===== config.mk =====
export PLATFORM = sky130hd
export DESIGN_NAME = eelq_log_queue
export DESIGN_NICKNAME = d
export VERILOG_FILES = /design/src/hw/eelq_pkg.sv /design/src/hw/eelq_log_queue.sv
export VERILOG_INCLUDE_DIRS = /design/src /design/src/hw
export SDC_FILE = /design/constraint.sdc
export NUM_CORES = 1
export LEC_CHECK = 0
export BUFFER_PORTS_ARGS = -buffer_cell sky130_fd_sc_hd__buf_2
export CAP_MARGIN = 25
export CORE_MARGIN = 1
export CORE_UTILIZATION = 45
export CTS_CLUSTER_DIAMETER = 30
export CTS_CLUSTER_SIZE = 24
export DETAILED_ROUTE_END_ITERATION = 16
export GPL_TIMING_DRIVEN = 0
export PLACE_DENSITY = 0.74
export SLEW_MARGIN = 20
export SYNTH_ARGS = -nofsm -noshare
export SYNTH_HDL_FRONTEND = slang
export SYNTH_SLANG_ARGS = --single-unit

===== constraint.sdc =====
create_clock -name clk -period 5.1 [get_ports clk]
set_input_delay 1.02 -clock clk [delete_from_list [all_inputs] [get_ports clk]]
set_output_delay 1.02 -clock clk [all_outputs]
set_load 0.01 [all_outputs]

===== src/hw/eelq_cfg.svh =====
// Purpose: constants of the event log queue
// Assumes: 10 MHz clock, 16-bit register words
// Notes: codes are 8 bits, upper register bits read zero
`ifndef EELQ_CFG_SVH
`define EELQ_CFG_SVH
// ------------------------------------------------------------
// register addresses
// ------------------------------------------------------------
`define EELQ_ADDR_POP 16'h06ae
`define EELQ_ADDR_HIST_NEWEST 16'h06b4
`define EELQ_ADDR_HIST_OLDEST 16'h06bb
`define EELQ_DEPTH 8
`define EELQ_NO_CODE 8'h00
`define EELQ_CLEAR_VALUE 16'h0000
// ------------------------------------------------------------
// timing
// ------------------------------------------------------------
`define EELQ_CLK_NS 100
`define EELQ_CLK_KHZ 10000
`define EELQ_UNLOCK_HOLD_MS 5000
`define EELQ_CHAR_NS 1041667
`define EELQ_GAP_CHAR_X2 7
`define EELQ_SHORT_BYTES 3'h4
// ------------------------------------------------------------
// event codes: base value of each class, span of ranged classes
// ------------------------------------------------------------
`define EELQ_C_NVDATA 8'h3b
`define EELQ_C_MOVF 8'h3e
`define EELQ_N_MOVF 5'h05
`define EELQ_C_CAL 8'h43
`define EELQ_C_CFG 8'h44
`define EELQ_C_FREQ 8'h45
`define EELQ_C_NVM_A 8'h46
`define EELQ_C_NVM_B 8'h4a
`define EELQ_C_MERR 8'h4b
`define EELQ_N_MERR 5'h03
`define EELQ_C_HIV 8'h4e
`define EELQ_N_HIV 5'h06
`define EELQ_C_ACC 8'h54
`define EELQ_N_ACC 5'h17
`define EELQ_C_PULSE 8'h6b
`define EELQ_C_RO 8'hc5
`define EELQ_C_AUXDIR 8'hc6
`define EELQ_C_AUXLVL 8'hc7
`define EELQ_C_LOCKED 8'hc8
`define EELQ_C_VERIFY 8'hca
`define EELQ_C_DUAL 8'hcb
`define EELQ_C_BADUNL 8'hcd
`define EELQ_C_BADADR 8'hce
`define EELQ_C_BADDAT 8'hcf
`define EELQ_C_BADCFG 8'hd0
`define EELQ_C_HOLD 8'hd1
`define EELQ_C_BADLEN 8'hd3
`define EELQ_N_BADLEN 5'h02
`define EELQ_C_BADFN 8'hd5
`define EELQ_C_TCPHDR 8'hf1
`define EELQ_C_EXTRA_A 8'hf2
`define EELQ_C_TCPTMO 8'hf4
`define EELQ_C_TCPLEN 8'hf5
`define EELQ_C_EXTRA_B 8'hf6
`define EELQ_C_PARITY 8'hf7
`define EELQ_C_CONTEND 8'hf8
`define EELQ_C_DUPADR 8'hf9
`define EELQ_C_OVERRUN 8'hfa
`define EELQ_C_RXERR 8'hfb
`define EELQ_C_SHORT 8'hfc
`define EELQ_N_SHORT 5'h02
`define EELQ_C_FSTART 8'hfe
`define EELQ_C_CRC 8'hff
`endif


===== src/hw/eelq_pkg.sv =====
// Purpose: types of the event log queue
// Assumes: constants come from eelq_cfg.svh
// Notes: none
`default_nettype none
package eelq_pkg;
    typedef enum logic [5:0] {
        EV_NVDATA = 6'h00, EV_MOVF = 6'h01, EV_CAL = 6'h02,
        EV_CFG = 6'h03, EV_FREQ = 6'h04, EV_NVM = 6'h05,
        EV_MERR = 6'h06, EV_HIV = 6'h07, EV_ACC = 6'h08,
        EV_PULSE = 6'h09, EV_RO = 6'h0a, EV_AUXDIR = 6'h0b,
        EV_AUXLVL = 6'h0c, EV_LOCKED = 6'h0d, EV_VERIFY = 6'h0e,
        EV_DUAL = 6'h0f, EV_BADUNL = 6'h10, EV_BADADR = 6'h11,
        EV_BADDAT = 6'h12, EV_BADCFG = 6'h13, EV_BADLEN = 6'h14,
        EV_BADFN = 6'h15, EV_TCPHDR = 6'h16, EV_TCPTMO = 6'h17,
        EV_TCPLEN = 6'h18, EV_EXTRA = 6'h19, EV_CONTEND = 6'h1a,
        EV_DUPADR = 6'h1b, EV_PARITY = 6'h1c, EV_OVERRUN = 6'h1d,
        EV_RXERR = 6'h1e, EV_SHORT = 6'h1f, EV_FSTART = 6'h20,
        EV_CRC = 6'h21
    } eelq_class_e;

    typedef enum logic [0:0] {
        ST_RESTORE = 1'b0,
        ST_RUN = 1'b1
    } eelq_fsm_e;

    typedef struct packed {
        eelq_fsm_e fsm;
        logic [7:0][7:0] popMem;
        logic [2:0] popHead;
        logic [3:0] popCnt;
        logic [7:0][7:0] hist;
        logic [15:0] rdData;
        logic rdValid;
        logic nvWr;
        logic pendRo;
        logic pendHold;
        logic pendShort;
        logic [31:0] gapCnt;
        logic [2:0] byteCnt;
        logic [31:0] lockCnt;
        logic unlockRej;
        logic halted;
    } eelq_state_s;
endpackage
`default_nettype wire


===== src/hw/eelq_log_queue.sv =====
// Purpose: event log with pop register and history registers
// Assumes: register port is the protocol engine's word access
// Notes: pop queue image is saved/restored via nv ports
`include "eelq_cfg.svh"
`default_nettype none
// Overview of operation
// RULE1: keep eight newest codes in both views
// RULE2: pop read returns oldest code, removes it
// RULE3: empty pop read returns zero, meaning none
// RULE4: pop queue image survives power loss
// RULE5: each code popped at most once
// RULE6: history one newest, eight oldest, by age
// RULE7: history reads never change history
// RULE8: zero write clears history; history volatile
// RULE9: log 59, 67 halting, 68 data losses
// RULE10: log 70/74 memory, 75-77 measurement
// RULE11: log 62-66 overflow, 69 frequency
// RULE12: log 78-83 high line voltage
// RULE13: log 84-106 on accumulator wrap
// RULE14: log 107 on pulse tally wrap
// RULE15: log 197, 198, 199 write faults
// RULE16: log 200, 202, 203, 205 unlock faults
// RULE17: refuse unlock within 5 s, log 209
// RULE18: log 206-208, 211/212, 213 request faults
// RULE19: log 241, 244, 245 in tcp mode only
// RULE20: log 242/246, 248, 249 bus faults
// RULE21: log 247, 250, 251, 254, 255 receive faults
// RULE22: short frame before 3.5 char gap: 252
// RULE23: full log drops oldest entry
module eelq_log_queue
    import eelq_pkg::*;
#(
    parameter int HOLD_CYC = `EELQ_UNLOCK_HOLD_MS * `EELQ_CLK_KHZ,
    parameter int GAP_CYC = (`EELQ_CHAR_NS * `EELQ_GAP_CHAR_X2 / 2
        + `EELQ_CLK_NS - 1) / `EELQ_CLK_NS
) (
    input wire logic clk, // 10 MHz clock
    input wire logic rst_b, // async reset, power cycle
    input wire logic regRd, // register read strobe
    input wire logic regWr, // register write strobe
    input wire logic [15:0] regAddr, // register address
    input wire logic [15:0] regWdata, // write data
    output logic [15:0] regRdata, // read data
    output logic regRvalid, // read data valid pulse
    input wire logic evStrobe, // event pulse
    input wire eelq_class_e evClass, // event class
    input wire logic [4:0] evSub, // index within class
    input wire logic tcpFramedSerialMode, // tcp framing on
    input wire logic rxByte, // byte received pulse
    input wire logic unlockTry, // unlock attempt pulse
    input wire logic unlockFail, // failed unlock pulse
    output logic unlockRejected, // attempt refused pulse
    output logic measureHalted, // calibration lost
    input wire logic [70:0] nvRestoreImage, // saved queue
    output logic [70:0] nvImage, // queue image to save
    output logic nvWrStrobe // image save pulse, on each append and on every pop read, empty ones too
);
    // ------------------------------------------------------------
    // code encoding
    // ------------------------------------------------------------
    function automatic logic [7:0] ranged(
        input logic [7:0] base,
        input logic [4:0] span,
        input logic [4:0] sub
    );
        logic [4:0] s;
        s = (sub >= span) ? span - 5'h01 : sub;
        ranged = base + {3'h0, s};
    endfunction

    function automatic logic [7:0] codeOf(
        input eelq_class_e c,
        input logic [4:0] sub,
        input logic tcp
    );
        codeOf = `EELQ_NO_CODE;
        case (c)
            EV_NVDATA: codeOf = `EELQ_C_NVDATA; // RULE9
            EV_CAL: codeOf = `EELQ_C_CAL; // RULE9
            EV_CFG: codeOf = `EELQ_C_CFG; // RULE9
            EV_MOVF: codeOf = ranged(`EELQ_C_MOVF, `EELQ_N_MOVF,
                sub); // RULE11
            EV_FREQ: codeOf = `EELQ_C_FREQ; // RULE11
            EV_NVM: codeOf = (sub == 5'h00) ? `EELQ_C_NVM_A
                : `EELQ_C_NVM_B; // RULE10
            EV_MERR: codeOf = ranged(`EELQ_C_MERR, `EELQ_N_MERR,
                sub); // RULE10
            EV_HIV: codeOf = ranged(`EELQ_C_HIV, `EELQ_N_HIV,
                sub); // RULE12
            EV_ACC: codeOf = ranged(`EELQ_C_ACC, `EELQ_N_ACC,
                sub); // RULE13
            EV_PULSE: codeOf = `EELQ_C_PULSE; // RULE14
            EV_RO: codeOf = `EELQ_C_RO; // RULE15
            EV_AUXDIR: codeOf = `EELQ_C_AUXDIR; // RULE15
            EV_AUXLVL: codeOf = `EELQ_C_AUXLVL; // RULE15
            EV_LOCKED: codeOf = `EELQ_C_LOCKED; // RULE16
            EV_VERIFY: codeOf = `EELQ_C_VERIFY; // RULE16
            EV_DUAL: codeOf = `EELQ_C_DUAL; // RULE16
            EV_BADUNL: codeOf = `EELQ_C_BADUNL; // RULE16
            EV_BADADR: codeOf = `EELQ_C_BADADR; // RULE18
            EV_BADDAT: codeOf = `EELQ_C_BADDAT; // RULE18
            EV_BADCFG: codeOf = `EELQ_C_BADCFG; // RULE18
            EV_BADLEN: codeOf = ranged(`EELQ_C_BADLEN,
                `EELQ_N_BADLEN, sub); // RULE18
            EV_BADFN: codeOf = `EELQ_C_BADFN; // RULE18
            EV_TCPHDR: codeOf = tcp ? `EELQ_C_TCPHDR
                : `EELQ_NO_CODE; // RULE19
            EV_TCPTMO: codeOf = tcp ? `EELQ_C_TCPTMO
                : `EELQ_NO_CODE; // RULE19
            EV_TCPLEN: codeOf = tcp ? `EELQ_C_TCPLEN
                : `EELQ_NO_CODE; // RULE19
            EV_EXTRA: codeOf = (sub == 5'h00) ? `EELQ_C_EXTRA_A
                : `EELQ_C_EXTRA_B; // RULE20
            EV_CONTEND: codeOf = `EELQ_C_CONTEND; // RULE20
            EV_DUPADR: codeOf = `EELQ_C_DUPADR; // RULE20
            EV_PARITY: codeOf = `EELQ_C_PARITY; // RULE21
            EV_OVERRUN: codeOf = `EELQ_C_OVERRUN; // RULE21
            EV_RXERR: codeOf = `EELQ_C_RXERR; // RULE21
            EV_SHORT: codeOf = ranged(`EELQ_C_SHORT,
                `EELQ_N_SHORT, sub); // RULE22
            EV_FSTART: codeOf = `EELQ_C_FSTART; // RULE21
            EV_CRC: codeOf = `EELQ_C_CRC; // RULE21
            default: codeOf = `EELQ_NO_CODE;
        endcase
    endfunction

    // ------------------------------------------------------------
    // state
    // ------------------------------------------------------------
    eelq_state_s q;
    eelq_state_s next_q;

    always_comb begin
        logic [7:0] code;
        logic [7:0] extCode;
        logic [2:0] idx;
        logic [2:0] slot;
        logic setRo;
        logic setHold;
        logic setShort;
        logic useRo;
        logic useHold;
        logic useShort;
        logic rdHit;
        code = `EELQ_NO_CODE;
        extCode = codeOf(evClass, evSub, tcpFramedSerialMode);
        idx = 3'(regAddr - `EELQ_ADDR_HIST_NEWEST);
        slot = 3'h0;
        setRo = 1'b0;
        setHold = 1'b0;
        setShort = 1'b0;
        useRo = 1'b0;
        useHold = 1'b0;
        useShort = 1'b0;
        rdHit = 1'b0;
        next_q = q;
        next_q.rdValid = 1'b0;
        next_q.nvWr = 1'b0;
        next_q.unlockRej = 1'b0;

        if (q.fsm == ST_RESTORE) begin
            // reload saved pop queue; a corrupt count empties it
            next_q.popMem = nvRestoreImage[70:7]; // RULE4
            next_q.popHead = nvRestoreImage[6:4];
            next_q.popCnt = (nvRestoreImage[3:0] > 4'h8) ? 4'h0
                : nvRestoreImage[3:0];
            next_q.fsm = ST_RUN;
        end else begin
            // ----------------------------------------------------
            // register reads and writes
            // ----------------------------------------------------
            if (regRd) begin
                next_q.rdValid = 1'b1;
                next_q.rdData = 16'h0000;
                if (regAddr == `EELQ_ADDR_POP) begin
                    rdHit = 1'b1;
                    if (q.popCnt != 4'h0) begin
                        next_q.rdData = {8'h00,
                            q.popMem[q.popHead]}; // RULE2
                        next_q.popHead = q.popHead + 3'h1; // RULE5
                        next_q.popCnt = q.popCnt - 4'h1;
                        next_q.nvWr = 1'b1;
                    end else begin
                        next_q.rdData = {8'h00, `EELQ_NO_CODE}; // RULE3
                    end
                end else if (regAddr >= `EELQ_ADDR_HIST_NEWEST &&
                    regAddr <= `EELQ_ADDR_HIST_OLDEST) begin
                    next_q.rdData = {8'h00, q.hist[idx]}; // RULE7
                end
            end
            if (regWr) begin
                if (regAddr == `EELQ_ADDR_POP) begin
                    setRo = 1'b1; // RULE15
                end else if (regAddr >= `EELQ_ADDR_HIST_NEWEST &&
                    regAddr <= `EELQ_ADDR_HIST_OLDEST &&
                    regWdata == `EELQ_CLEAR_VALUE) begin
                    next_q.hist = '0; // RULE8
                end
            end

            // ----------------------------------------------------
            // unlock hold-off
            // ----------------------------------------------------
            if (q.lockCnt != 32'h0) begin
                next_q.lockCnt = q.lockCnt - 32'h1;
            end
            if (unlockTry && q.lockCnt != 32'h0) begin
                next_q.unlockRej = 1'b1; // RULE17
                setHold = 1'b1; // RULE17
            end
            if (unlockFail) begin
                next_q.lockCnt = 32'(HOLD_CYC); // RULE17
            end

            // ----------------------------------------------------
            // short frame watch
            // ----------------------------------------------------
            if (rxByte) begin
                next_q.gapCnt = 32'h0;
                if (q.byteCnt < `EELQ_SHORT_BYTES) begin
                    next_q.byteCnt = q.byteCnt + 3'h1;
                end
            end else if (q.byteCnt != 3'h0) begin
                next_q.gapCnt = q.gapCnt + 32'h1;
                if (q.gapCnt == GAP_CYC - 1) begin
                    setShort = (q.byteCnt < `EELQ_SHORT_BYTES); // RULE22
                    next_q.byteCnt = 3'h0;
                    next_q.gapCnt = 32'h0;
                end
            end

            // ----------------------------------------------------
            // pick one code per cycle; internal causes wait
            // ----------------------------------------------------
            if (evStrobe && extCode != `EELQ_NO_CODE) begin
                code = extCode;
                if (evClass == EV_CAL) begin
                    next_q.halted = 1'b1; // RULE9
                end
            end else if (q.pendRo) begin
                code = `EELQ_C_RO;
                useRo = 1'b1;
            end else if (q.pendHold) begin
                code = `EELQ_C_HOLD;
                useHold = 1'b1;
            end else if (q.pendShort) begin
                code = `EELQ_C_SHORT;
                useShort = 1'b1;
            end
            // a cause raised while its flag drains is kept
            next_q.pendRo = (q.pendRo & ~useRo) | setRo;
            next_q.pendHold = (q.pendHold & ~useHold) | setHold;
            next_q.pendShort = (q.pendShort & ~useShort) | setShort;

            // ----------------------------------------------------
            // append to both views
            // ----------------------------------------------------
            if (code != `EELQ_NO_CODE) begin
                next_q.hist = {next_q.hist[6:0], code}; // RULE6
                if (next_q.popCnt == 4'(`EELQ_DEPTH)) begin
                    next_q.popMem[next_q.popHead] = code; // RULE23
                    next_q.popHead = next_q.popHead + 3'h1; // RULE23
                end else begin
                    slot = next_q.popHead + next_q.popCnt[2:0];
                    next_q.popMem[slot] = code; // RULE1
                    next_q.popCnt = next_q.popCnt + 4'h1;
                end
                next_q.nvWr = 1'b1; // RULE4
            end
        end
        if (rdHit) begin
            next_q.nvWr = 1'b1;
        end
    end

    always_ff @(posedge clk or negedge rst_b) begin
        if (!rst_b) begin
            q <= '0;
        end else begin
            q <= next_q;
        end
    end

    // ------------------------------------------------------------
    // outputs, all straight from state flops
    // ------------------------------------------------------------
    assign regRdata = q.rdData;
    assign regRvalid = q.rdValid;
    assign unlockRejected = q.unlockRej;
    assign measureHalted = q.halted;
    assign nvImage = {q.popMem, q.popHead, q.popCnt};
    assign nvWrStrobe = q.nvWr;
endmodule
`default_nettype wire


# --- Yosys cells after proc, flatten, opt, wreduce, memory -nomap -nowiden ---
# Index checks and enable logic that the tools add are counted.
# Widths: inputs -> output; s select.
classes:
  add_sub_neg: 15
  n_mul: 0
  div: 0
  order_cmp: 15
  n_eq_ne: 39
  shifts: 0
  muxes: 79
  bitwise: 9
  reduce_logical: 25
ops:
  columns: ["cell", "n"]
  rows:
  - ["$pmux 8 s34", 1]
  - ["$mux 64", 4]
  - ["$mux 135", 1]
  - ["$bwmux 64", 2]
  - ["$mux 8", 15]
  - ["$mux 35", 3]
  - ["$eq 6x5->1 const B", 16]
  - ["$mux 74", 1]
  - ["$mux 71", 1]
  - ["$mux 32", 2]
  - ["$bmux 8 s3", 2]
  - ["$demux 8 s3", 2]
  - ["$eq 6x4->1 const B", 8]
  - ["$add 32x1->32 const B", 1]
  - ["$eq 32x16->1 const B", 1]
  - ["$reduce_bool 32->1", 1]
  - ["$sub 32x1->32 const B", 1]
  - ["$mux 1", 29]
  - ["$mux 7", 4]
  - ["$mux 5", 5]
  - ["$add 7x5->8 const A", 3]
  - ["$eq 6x3->1 const B", 4]
  - ["$eq 16x11->1 const B", 1]
  - ["$ge 16x11->1 const B", 1]
  - ["38 further kinds", 73]
totals:
  regBits: 226
  latch_bits: 0
  mem_bits_rw: 0
  rom_bits: 0
  inputBits: 123
  output_inout_bits: 91
  word_cells: 212
  mem_count: 0

# --- Logic depth before layout (Yosys ltp) ---
# Gate-level depths: netlist of run 1.
depth:
  word_depth: 14
  mapped_depth: 16

# --- Worst setup path before layout of run 1 ---
# OpenSTA, ideal clock, no wires.
synth_timing:
  path_type: "input -> register"
  start: "in regAddr[11]"
  end: "reg q (netlist bit nvImage[26])"
  t_arrival_ns: 4.305
  required_ns: 4.975
  slack_ns: 0.670
  stages: 11
  n_path_buf: 1
  path_cell_list: "nor4bb_1 and3_1 clkbuf_1 nand4_1 o21ai_0 fa_1 xor3_1 xnor2_1 a21oi_1 o21ai_2 mux2_2"
synth_via:
  elab_chain_cells: 13
  word_cells_on_any_way: 21
  classes_between: "add/sub (1); order compare (4); eq/ne (2); mux (12); reduce/logical (2)"
synth_rtl:
  columns: ["item", "line", "text"]
  rows:
  - ["start: declaration", "eelq_log_queue.sv:41", "input wire logic [15:0] regAddr,"]
  - ["$eq 16x11->1 (no source line) (*)", null, null]
  - ["$mux 7 (*)", "eelq_log_queue.sv:175", "if (regAddr == `EELQ_ADDR_POP) begin"]
  - ["$mux 7 (*)", "eelq_log_queue.sv:172", "if (regRd) begin"]
  - ["$mux 7 (*)", "eelq_log_queue.sv:161", "if (q.fsm == ST_RESTORE) begin"]
  - ["$add 3x3->3", "eelq_log_queue.sv:264", "slot = next_q.popHead + next_q.popCnt[2:0];"]
  - ["$lt 3x4->1 (not written as such) or $ge 3x1->1 (tied branches)", "eelq_log_queue.sv:265", "next_q.popMem[slot] = code;"]
  - ["$logic_and 1x1->1 (not written as such)", "eelq_log_queue.sv:265", null]
  - ["$mux 8 (not written as such)", "eelq_log_queue.sv:265", null]
  - ["$demux 8 s3", "eelq_log_queue.sv:265", null]
  - ["$bwmux 64", "eelq_log_queue.sv:265", null]
  - ["$mux 64 (*)", "eelq_log_queue.sv:260", "if (next_q.popCnt == 4'(`EELQ_DEPTH)) begin"]
  - ["$mux 135 (*)", "eelq_log_queue.sv:258", "if (code != `EELQ_NO_CODE) begin"]
  - ["$mux 71 (*)", "eelq_log_queue.sv:161", null]
  - ["end signal: assignment", "eelq_log_queue.sv:280", "q <= next_q;"]
  - ["end: declaration", "eelq_log_queue.sv:130", "eelq_state_s q;"]
# Mark *: on every way between the ends. The rest lies on a longest branch, timed or not. The select of a mux whose other input is x is not followed.
# A chain may end at the register's enable or synchronous reset.

# --- Final worst setup path of run 1 ---
layout_timing:
  start: "in regAddr[1]"
  end: "reg q (netlist bit nvImage[50])"
# The elaborated chain is that of the path after synthesis.

==> impl_metrics.ini, run 1 <==
[run_status]
outcome = complete, no violations

[layout]
finalNetCount = 1828
final_common_cell = buf_2
mostFrequentLayoutCells = buf_2, dfrtp_1, nor2_1
area_growth_pct = 26.3
stdcell_area_um2 = 17100
drive_gt1_share_pct = 29.7

[clock_network]
cts_tree = done
clkTransAtPathRegs_ns = 0.05
cts_resized = 0
hold_buffers = 0
insertion_delay_ns = 0.56
cts_made_buffers = 51
cts_setup_buffers = 0
cts.sinks = 218
cts_buffer_depth = 3
cts_root_buf = clkbuf_16
cts_max_level = 2

[detailed_routing]
drtIter0Drc = 1279
final_antenna_net_count = 0
drt-total-wl_mm = 43.3
drc = 0
firstDrtPassIters = 6
vias = 12600
wl_per_cell_um = 20.4
via_per_inst = 5.95

[floorplanning]
num_rows = 63
die-area_um2 = 30800
die_h_um = 175
boundaryPins = 214
design.core.area_um2 = 29600
start_util_pct = 45.7
die_w_um = 175

[placement]
post-place-ws_ns = -0.424
gp_congestion = 0.936
postPlaceCellArea_um2 = 15200
dp_hpwl_mm = 30.9
io_buffers = 201

[run]
maxCapViolations = 0

[power]
power_density_nw_per_um2 = 458
ir_drop_mv = 0.298
p_leak_nw = 7.68

[logic_synthesis]
ys_types = 94
syn-instance-count = 1413
ys.flop_type = dfrtp_1
ys_ff_latch = 218
yosys_warnings = 0
synth_edf_count = 0
netlist_area_um2 = 13500
avgSynthCellArea_um2 = 9.59
synth.yosys.seq_area_share_pct = 40.3
synthArstFlopShare_pct = 100

[sta]
fmax_mhz = 205
slew_headroom_pct = 25.4
hold_viol_final = 0
drv_slew = 0
fin_ws_ns = 0.211
timing.final.crit_share_pct = 95.9
rsz0062_at_grt = true
clock_skew_ns = 0.0377
tightest_slew_ns = 1.11
fin_crit_ns = 4.89
setup_violations = 0

[global_route]
grt_pass1_wl_mm = 67.1
grt_pass1_vias = 12400
grt-ovfl-total = 0
antenna_found_initial = 5
grt_usage_pct = 27.9
grt_max_degree = 96

[min_path]
min_path_type = in -> async

[worst_setup_path]
crit_fanout = 10
crit_path_frequent_cell = nor2_1
crit_path_start_kind = input pin
cp_slowest_cell = a21oi_1
cp.arrival_ns = 5.32
path_buf_inv = 3
slowest_delay_ns = 0.54
crit_family = simple AND/OR/NAND/NOR gates
cp-end-kind = flop
critical_path_class = in -> reg
crit_required_ns = 5.53
cp_cell_sequence = buf_2 > nand4b_1 > nor2_1 > nand4_1 > xnor2_1 > inv_1 > nor2_1 > fa_1 > xor3_1 > xor2_1 > a21oi_1 > buf_2 > nor2_1 > a221o_1
==> area by class of cell <==
type                            instances  area (µm²)
Tap cell                              390         488
Timing Repair Buffer                  206        1090
Multi-Input combinational cell        980        6890
Clock buffer                           70        1490
Clock inverter                         26         422
Sequential cell                       218        5460
Antenna cell                            1        2.50
Fill cell                            2546       12500
Inverter                               56         210
Buffer                                172        1050
==> synthesized netlist by cell type (all sizes together) (13+ instances only) <==
master | instances | area share [%]
a21oi | 44 | 1.6
a22o | 56 | 3.6
a31oi | 33 | 1.5
and3 | 15 | 0.69
buf | 133 | 6.7
clkbuf | 39 | 1.1
dfrtp | 218 | 40
ha | 19 | 1.8
inv | 56 | 1.6
mux2 | 21 | 1.7
mux2i | 16 | 1.2
mux4 | 32 | 5.3
nand2 | 100 | 2.8
nand2b | 19 | 0.88
nand3 | 30 | 1.1
nand4 | 16 | 0.79
nor2 | 124 | 3.4
nor2b | 17 | 0.79
nor3 | 26 | 1.0
nor4 | 26 | 1.4
o211ai | 34 | 1.9
o21ai | 88 | 3.5
or2 | 13 | 0.60
or3 | 21 | 1.0
or4 | 13 | 0.72
xnor2 | 33 | 2.1
xor2 | 27 | 1.7
==> power breakdown <==
group | total [mW] | internal [mW] | switching [mW]
Clock | 3.56 | 2.49 | 1.06
Combinational | 1.89 | 0.885 | 1.01
Sequential | 2.39 | 2.07 | 0.317
==> path summary, 6_finish.rpt <==
path | startpoint | end | slack, ns | cells after the start
setup / recovery | regAddr[1] | nvImage[50]$_DFFE_PN0P_ | 0.21 | 14
hold / removal | rst_b | q[148]$_DFFE_PN0P_ | 0.35 | 1
setup reg to reg | nvImage[0]$_DFF_PN0_ | nvImage[50]$_DFFE_PN0P_ | 0.40 | 15
hold reg to reg | measureHalted$_DFFE_PN0P_ | measureHalted$_DFFE_PN0P_ | 0.46 | 2
max in group asynchronous | rst_b | q[2]$_DFFE_PN0P_ | 3.49 | 3
min in group clk | measureHalted$_DFFE_PN0P_ | measureHalted$_DFFE_PN0P_ | 0.46 | 2
==> flip-flops by register name, indices dropped and copies added (netlist names) <==
register	flops
nvWrStrobe	1
measureHalted	1
regRdata	8
nvImage	71
regRvalid	1
q	135
unlockRejected	1
==> per-layer routing <==
metal | GRT usage, % | part of all wire, % | vias up
met2 | 45.3 | 48 | 642
met3 | 5.65 | 8.3 | 107
met4 | 10.0 | 2.9 | 8
met1 | 36.9 | 41 | 6210
li1 | - | - | 5642
met5 | 0 | 0.12 | -
==> cell families after synthesis <==
kind of cell | count (synthesis) | share of synthesized area [%]
AO/OA/AOI/OAI | 351 | 18.1
XOR/XNOR | 61 | 4.06
adder cells (fa/ha/maj) | 20 | 1.90
buffers and inverters | 228 | 9.32
flip-flops | 218 | 40.3
multiplexers | 69 | 8.28
other | 2 | 0.0554
AND/OR/NAND/NOR | 464 | 18.0
==> through the flow <==
stage	std cells	total power, mW	TNS, ns	hold slack, ns	utilization [%]
final	2119	7.84	0	0.353	57.7
after global routing	2118	8.14	-0.0310	0.372	57.7
after CTS	2116	7.82	0	0.358	57.6
after detailed placement	2020	4.24	-10.63	0.451	51.2
after global placement	2017	4.17	-176.52	0.450	50.9
after floorplan	1426	3.57	0	0.451	-
No activity file was read; power rests on OpenSTA's default activity.
==> run 2: changes to the inputs <==
--- a/config.mk
+++ b/config.mk
@@ -14,6 +14,7 @@
 export CTS_CLUSTER_SIZE = 24
 export DETAILED_ROUTE_END_ITERATION = 16
 export GPL_TIMING_DRIVEN = 0
+export MAX_ROUTING_LAYER = met4
 export PLACE_DENSITY = 0.74
 export SLEW_MARGIN = 20
 export SYNTH_ARGS = -nofsm -noshare
==> constraint.sdc (replaced) <==
create_clock -name clk -period 5.3 [get_ports clk]
set_input_delay 1.06 -clock clk [delete_from_list [all_inputs] [get_ports clk]]
set_output_delay 1.06 -clock clk [all_outputs]
set_load 0.01 [all_outputs]
==> impl_metrics.ini, run 2 (same netlist as run 1, synthesis figures left out) <==
[detailed_routing]
final_antenna_net_count = 0
drtIter0Drc = 1140
firstDrtPassIters = 5
drt-total-wl_mm = 42.7
via_per_inst = 5.94
wl_per_cell_um = 20.2
vias = 12500
drc = 0

[placement]
dp_cells = 2020
dp_hpwl_mm = 30.7
io_buffers = 201
gp_congestion = 0.948

[global_route]
met1_usage_pct = 36.9
grt_pass1_wl_mm = 67.0
grt-ovfl-total = 0
grt_usage_pct = 28.7
grt_pass1_vias = 12200
top_usage_layer = met2
antenna_found_initial = 5
grtUsageMet2_pct = 44.0
use_met3_pct = 6.04
grt_max_degree = 92

[clock_network]
hold_buffers = 0
cts_tree = done
clkTransAtPathRegs_ns = 0.05
insertion_delay_ns = 0.56
cts_setup_buffers = 0
cts_buffer_depth = 3
cts_max_level = 2
cts_made_buffers = 47
cts_root_buf = clkbuf_16
cts.sinks = 218

[run]
maxCapViolations = 0

[sta]
fin_crit_ns = 4.91
rsz0062_at_grt = false
hold_viol_final = 0
drv_slew = 0
clock_skew_ns = 0.0468
tns_ns = 0
setup_violations = 0
tightest_slew_ns = 1.16
timing.final.crit_share_pct = 92.7
slew_headroom_pct = 22.6
fmax_mhz = 204

[floorplanning]
die_w_um = 175
die_h_um = 175
num_rows = 63
design.core.area_um2 = 29600
boundaryPins = 214
start_util_pct = 45.7
die-area_um2 = 30800

[layout]
layoutNonFillerInstCount = 2111
largest_reg_flops = 135
area_growth_pct = 25.2
top_register = q
finalNetCount = 1823
drive_gt1_share_pct = 29.4
mostFrequentLayoutCells = buf_2, dfrtp_1, nor2_1
final_common_cell = buf_2
utilization_pct = 57.2

[worst_setup_path]
cp_slowest_cell = xnor2_1
slowest_delay_ns = 0.51
crit_fanout = 8
path_buf_inv = 2
cp.arrival_ns = 5.36
crit_family = XOR/XNOR gates
cp_cell_sequence = buf_2 > nand4b_1 > nor2_1 > nand4_1 > xnor2_1 > inv_1 > nor2_1 > fa_1 > xor3_1 > xnor2_1 > a21oi_1 > o21ai_2 > mux2_2
cp-end-kind = flop
crit_required_ns = 5.74
critical_path_class = in -> reg
crit_path_start_kind = input pin

[power]
pwr-share-comb_pct = 24.6
p_sw_mw = 2.25
power_density_nw_per_um2 = 433
ir_drop_mv = 0.266
p_sw_share_pct = 30.5
power_frac_clock_pct = 44.2
p_leak_nw = 7.60
internal_power_mw = 5.10
p_seq_share_pct = 31.2

[min_path]
min_path_type = in -> async

[run_status]
outcome = complete, no violations
==> run 2: power groups by stage <==
stage          Sequential (mW)  Clock, mW  Combinational [mW]
2_1_floorplan             2.20          0                1.24
3_3_place_gp              2.29          0                1.73
3_5_place_dp              2.30          0                1.77
4_1_cts                   2.28       3.28                1.79
5_1_grt                   2.33       3.38                1.94
6_report                  2.30       3.25                1.81
==> run 2: worst reg2reg max path, delay by kind of cell (launching register included) <==
kind	cells	cell delay (ns)
xor gates and xnor gates	3	1.41
AOI/OAI and AO/OA	2	0.72
and+or+nand+nor	3	0.71
DFF	1	0.47
adders and majority gates	2	0.46
buffers and inverters	3	0.42
muxes	1	0.37
==> run 2: cell type report <==
class,instances,area (µm²)
fillers,2593,12700
flip-flops and latches,218,5460
diodes,6,15.0
clock inverters,28,480
plain buffers,172,1050
inverters,56,210
multi-input cells,980,6880
repair buffers,205,1090
well taps,390,488
clock buffers,56,1290
==> run 2: final timing paths <==
path / startpoint / endpoint / slack, ns / depth (start not counted)
max: regAddr[1] / nvImage[34]$_DFFE_PN0P_ / 0.39 / 13
min: rst_b / q[140]$_DFFE_PN0P_ / 0.38 / 1
min reg2reg: measureHalted$_DFFE_PN0P_ / measureHalted$_DFFE_PN0P_ / 0.47 / 2
min in group clk: measureHalted$_DFFE_PN0P_ / measureHalted$_DFFE_PN0P_ / 0.47 / 2
max reg2reg: nvImage[0]$_DFF_PN0_ / nvImage[34]$_DFFE_PN0P_ / 0.62 / 14
max in group asynchronous: rst_b / q[4]$_DFFE_PN0P_ / 3.69 / 3
==> run 2: timing repair <==
| action | 4_1_cts | 5_1_grt |
|---|---|---|
| hold endpoints to repair | 0 | 0 |
| setup endpoints to repair | 0 | 5 |
| gates resized for setup | 0 | 1 |
==> run 2: routing by layer <==
layer | up-vias | wire length, µm
met3 | 121 | 4120
met5 | - | 0
met1 | 6134 | 17100
met2 | 632 | 20000
li1 | 5652 | -
met4 | 0 | 1550
==> run 2: per-stage QoR <==
stage	cell area (µm²)	setup WS, ns	power [mW]	hold slack [ns]
2_1_floorplan	13600	0.830	3.43	0.451
3_3_place_gp	15100	-0.608	4.02	0.448
3_5_place_dp	15200	-0.158	4.07	0.448
4_1_cts	16900	0.380	7.35	0.382
5_1_grt	17000	0.0265	7.65	0.397
6_report	17000	0.386	7.35	0.383
==> run 3: changes to the inputs <==
--- a/config.mk
+++ b/config.mk
@@ -14,7 +14,6 @@
 export CTS_CLUSTER_SIZE = 24
 export DETAILED_ROUTE_END_ITERATION = 16
 export GPL_TIMING_DRIVEN = 0
-export MAX_ROUTING_LAYER = met4
 export PLACE_DENSITY = 0.74
 export SLEW_MARGIN = 20
 export SYNTH_ARGS = -nofsm -noshare
==> constraint.sdc (replaced) <==
create_clock -name clk -period 5.3 [get_ports clk]
set_input_delay 0.795 -clock clk [delete_from_list [all_inputs] [get_ports clk]]
set_output_delay 0.795 -clock clk [all_outputs]
set_load 0.01 [all_outputs]
==> impl_metrics.ini, run 3 (same netlist as run 1, synthesis figures left out) <==
[worst_setup_path]
crit_path_start_kind = flop
cp_cell_sequence = inv_1 > ha_1 > or3b_1 > clkbuf_1 > nand4_1 > o21ai_0 > fa_1 > xor3_1 > xnor2_1 > a21oi_1 > o21ai_2 > mux2_2
crit_start = nvImage[0]$_DFF_PN0_
cp.arrival_ns = 5.31
crit_fanout = 8
crit_family = compound AO/OA/AOI/OAI gates
crit_required_ns = 5.72
r2r_start = nvImage[0]$_DFF_PN0_
cp_slowest_cell = o21ai_0
path_buf_inv = 2
cp-end-kind = flop
critical_path_class = reg -> reg
slowest_delay_ns = 0.71

[clock_network]
cts_max_level = 2
hold_buffers = 0
cts_resized = 0
cts_setup_buffers = 0
cts.sinks = 218
cts_made_buffers = 51
cts_root_buf = clkbuf_16
insertion_delay_ns = 0.56
cts_tree = done
clkTransAtPathRegs_ns = 0.05
cts_buffer_depth = 3

[global_route]
grt_pass1_wl_mm = 67.1
grt_max_degree = 96
grt_pass1_vias = 12400
grt-ovfl-total = 0
antenna_found_initial = 5
grt_usage_pct = 27.9

[layout]
finalNetCount = 1828
final_common_cell = buf_2
area_growth_pct = 26.2
mostFrequentLayoutCells = buf_2, dfrtp_1, nor2_1
drive_gt1_share_pct = 29.7
largest_reg_flops = 135
top_register = q
nFillCells = 2545

[placement]
io_buffers = 201
gp_congestion = 0.936
post-place-ws_ns = 0.00107
dp_hpwl_mm = 30.9

[run_status]
outcome = complete, no violations

[sta]
tightest_slew_ns = 1.14
setup_violations = 0
timing.final.crit_share_pct = 92.2
rsz0062_at_grt = false
clock_skew_ns = 0.0357
fin_ws_ns = 0.412
slew_headroom_pct = 24.3
hold_viol_final = 0
fin_crit_ns = 4.89
fmax_mhz = 205
drv_slew = 0
hold_slack_ns = 0.131

[detailed_routing]
drtIter0Drc = 1222
vias = 12600
firstDrtPassIters = 6
via_per_inst = 5.96
drc = 0
drt-total-wl_mm = 43.4
wl_per_cell_um = 20.5
final_antenna_net_count = 0

[floorplanning]
num_rows = 63
die_w_um = 175
die_h_um = 175
design.core.area_um2 = 29600
die-area_um2 = 30800
boundaryPins = 214
start_util_pct = 45.7

[run]
maxCapViolations = 0

[power]
p_leak_nw = 7.67
power_density_nw_per_um2 = 441
ir_drop_mv = 0.286

[min_path]
min_path_type = in -> async
[run 3: cell count changes in the layout (fill, tap and decap cells not counted), sizes merged]
| cell | change |
|---|---|
| inv | +1 |
| clkinvlp | -1 |
| buf | +1 |
| bufinv | -2 |
| diode | -5 |
| clkbuf | +14 |
[run 3: through the flow]
| step | power [mW] | area (µm²) | util (%) | TNS [ns] | cells |
|---|---|---|---|---|---|
| 3_5_place_dp | 4.08 | 15200 | 51.2 | 0 | 2020 |
| 5_1_grt | 7.83 | 17100 | 57.7 | 0 | 2118 |
| 2_1_floorplan | 3.43 | 13600 | - | 0 | 1426 |
| 3_3_place_gp | 4.01 | 15100 | 50.9 | -79.96 | 2017 |
| 6_report | 7.53 | 17100 | 57.7 | 0 | 2119 |
| 4_1_cts | 7.52 | 17100 | 57.6 | 0 | 2116 |
[run 3: layer usage]
metal | global-route usage (%) | wire [µm] | vias to the layer above
met2 | 45.3 | 20900 | 640
met1 | 36.9 | 17600 | 6237
met4 | 10.0 | 1210 | 8
li1 | - | - | 5646
met3 | 5.65 | 3630 | 107
met5 | 0 | 50 | -
[run 3: path summary, 6_finish.rpt]
path / endpoint / slack, ns / cells after the start
worst max-delay path: nvImage[26]$_DFFE_PN0P_ / 0.41 / 12
worst min-delay path: q[148]$_DFFE_PN0P_ / 0.13 / 1
worst max register to register: nvImage[26]$_DFFE_PN0P_ / 0.41 / 12
worst min register to register: measureHalted$_DFFE_PN0P_ / 0.46 / 2
max in group asynchronous: nvImage[27]$_DFFE_PN0P_ / 3.91 / 3
min in group clk: measureHalted$_DFFE_PN0P_ / 0.46 / 2
[run 3: power breakdown]
group	total [mW]	switching [mW]	internal, mW
combinational	1.82	0.968	0.849
sequential	2.30	0.306	1.99
clock	3.42	1.02	2.40
total	7.53	2.29	5.24
[run 3: area by class of cell]
cell class                      count  area [µm²]  area share (%)
Antenna cell                        1        2.50          0.0146
Buffer                            172        1050            6.15
Clock buffer                       70        1490            8.71
Clock inverter                     26         422            2.47
Inverter                           56         210            1.23
Multi-Input combinational cell    980        6880            40.3
Sequential cell                   218        5460            31.9
Tap cell                          390         488            2.85
Timing Repair Buffer              206        1090            6.40
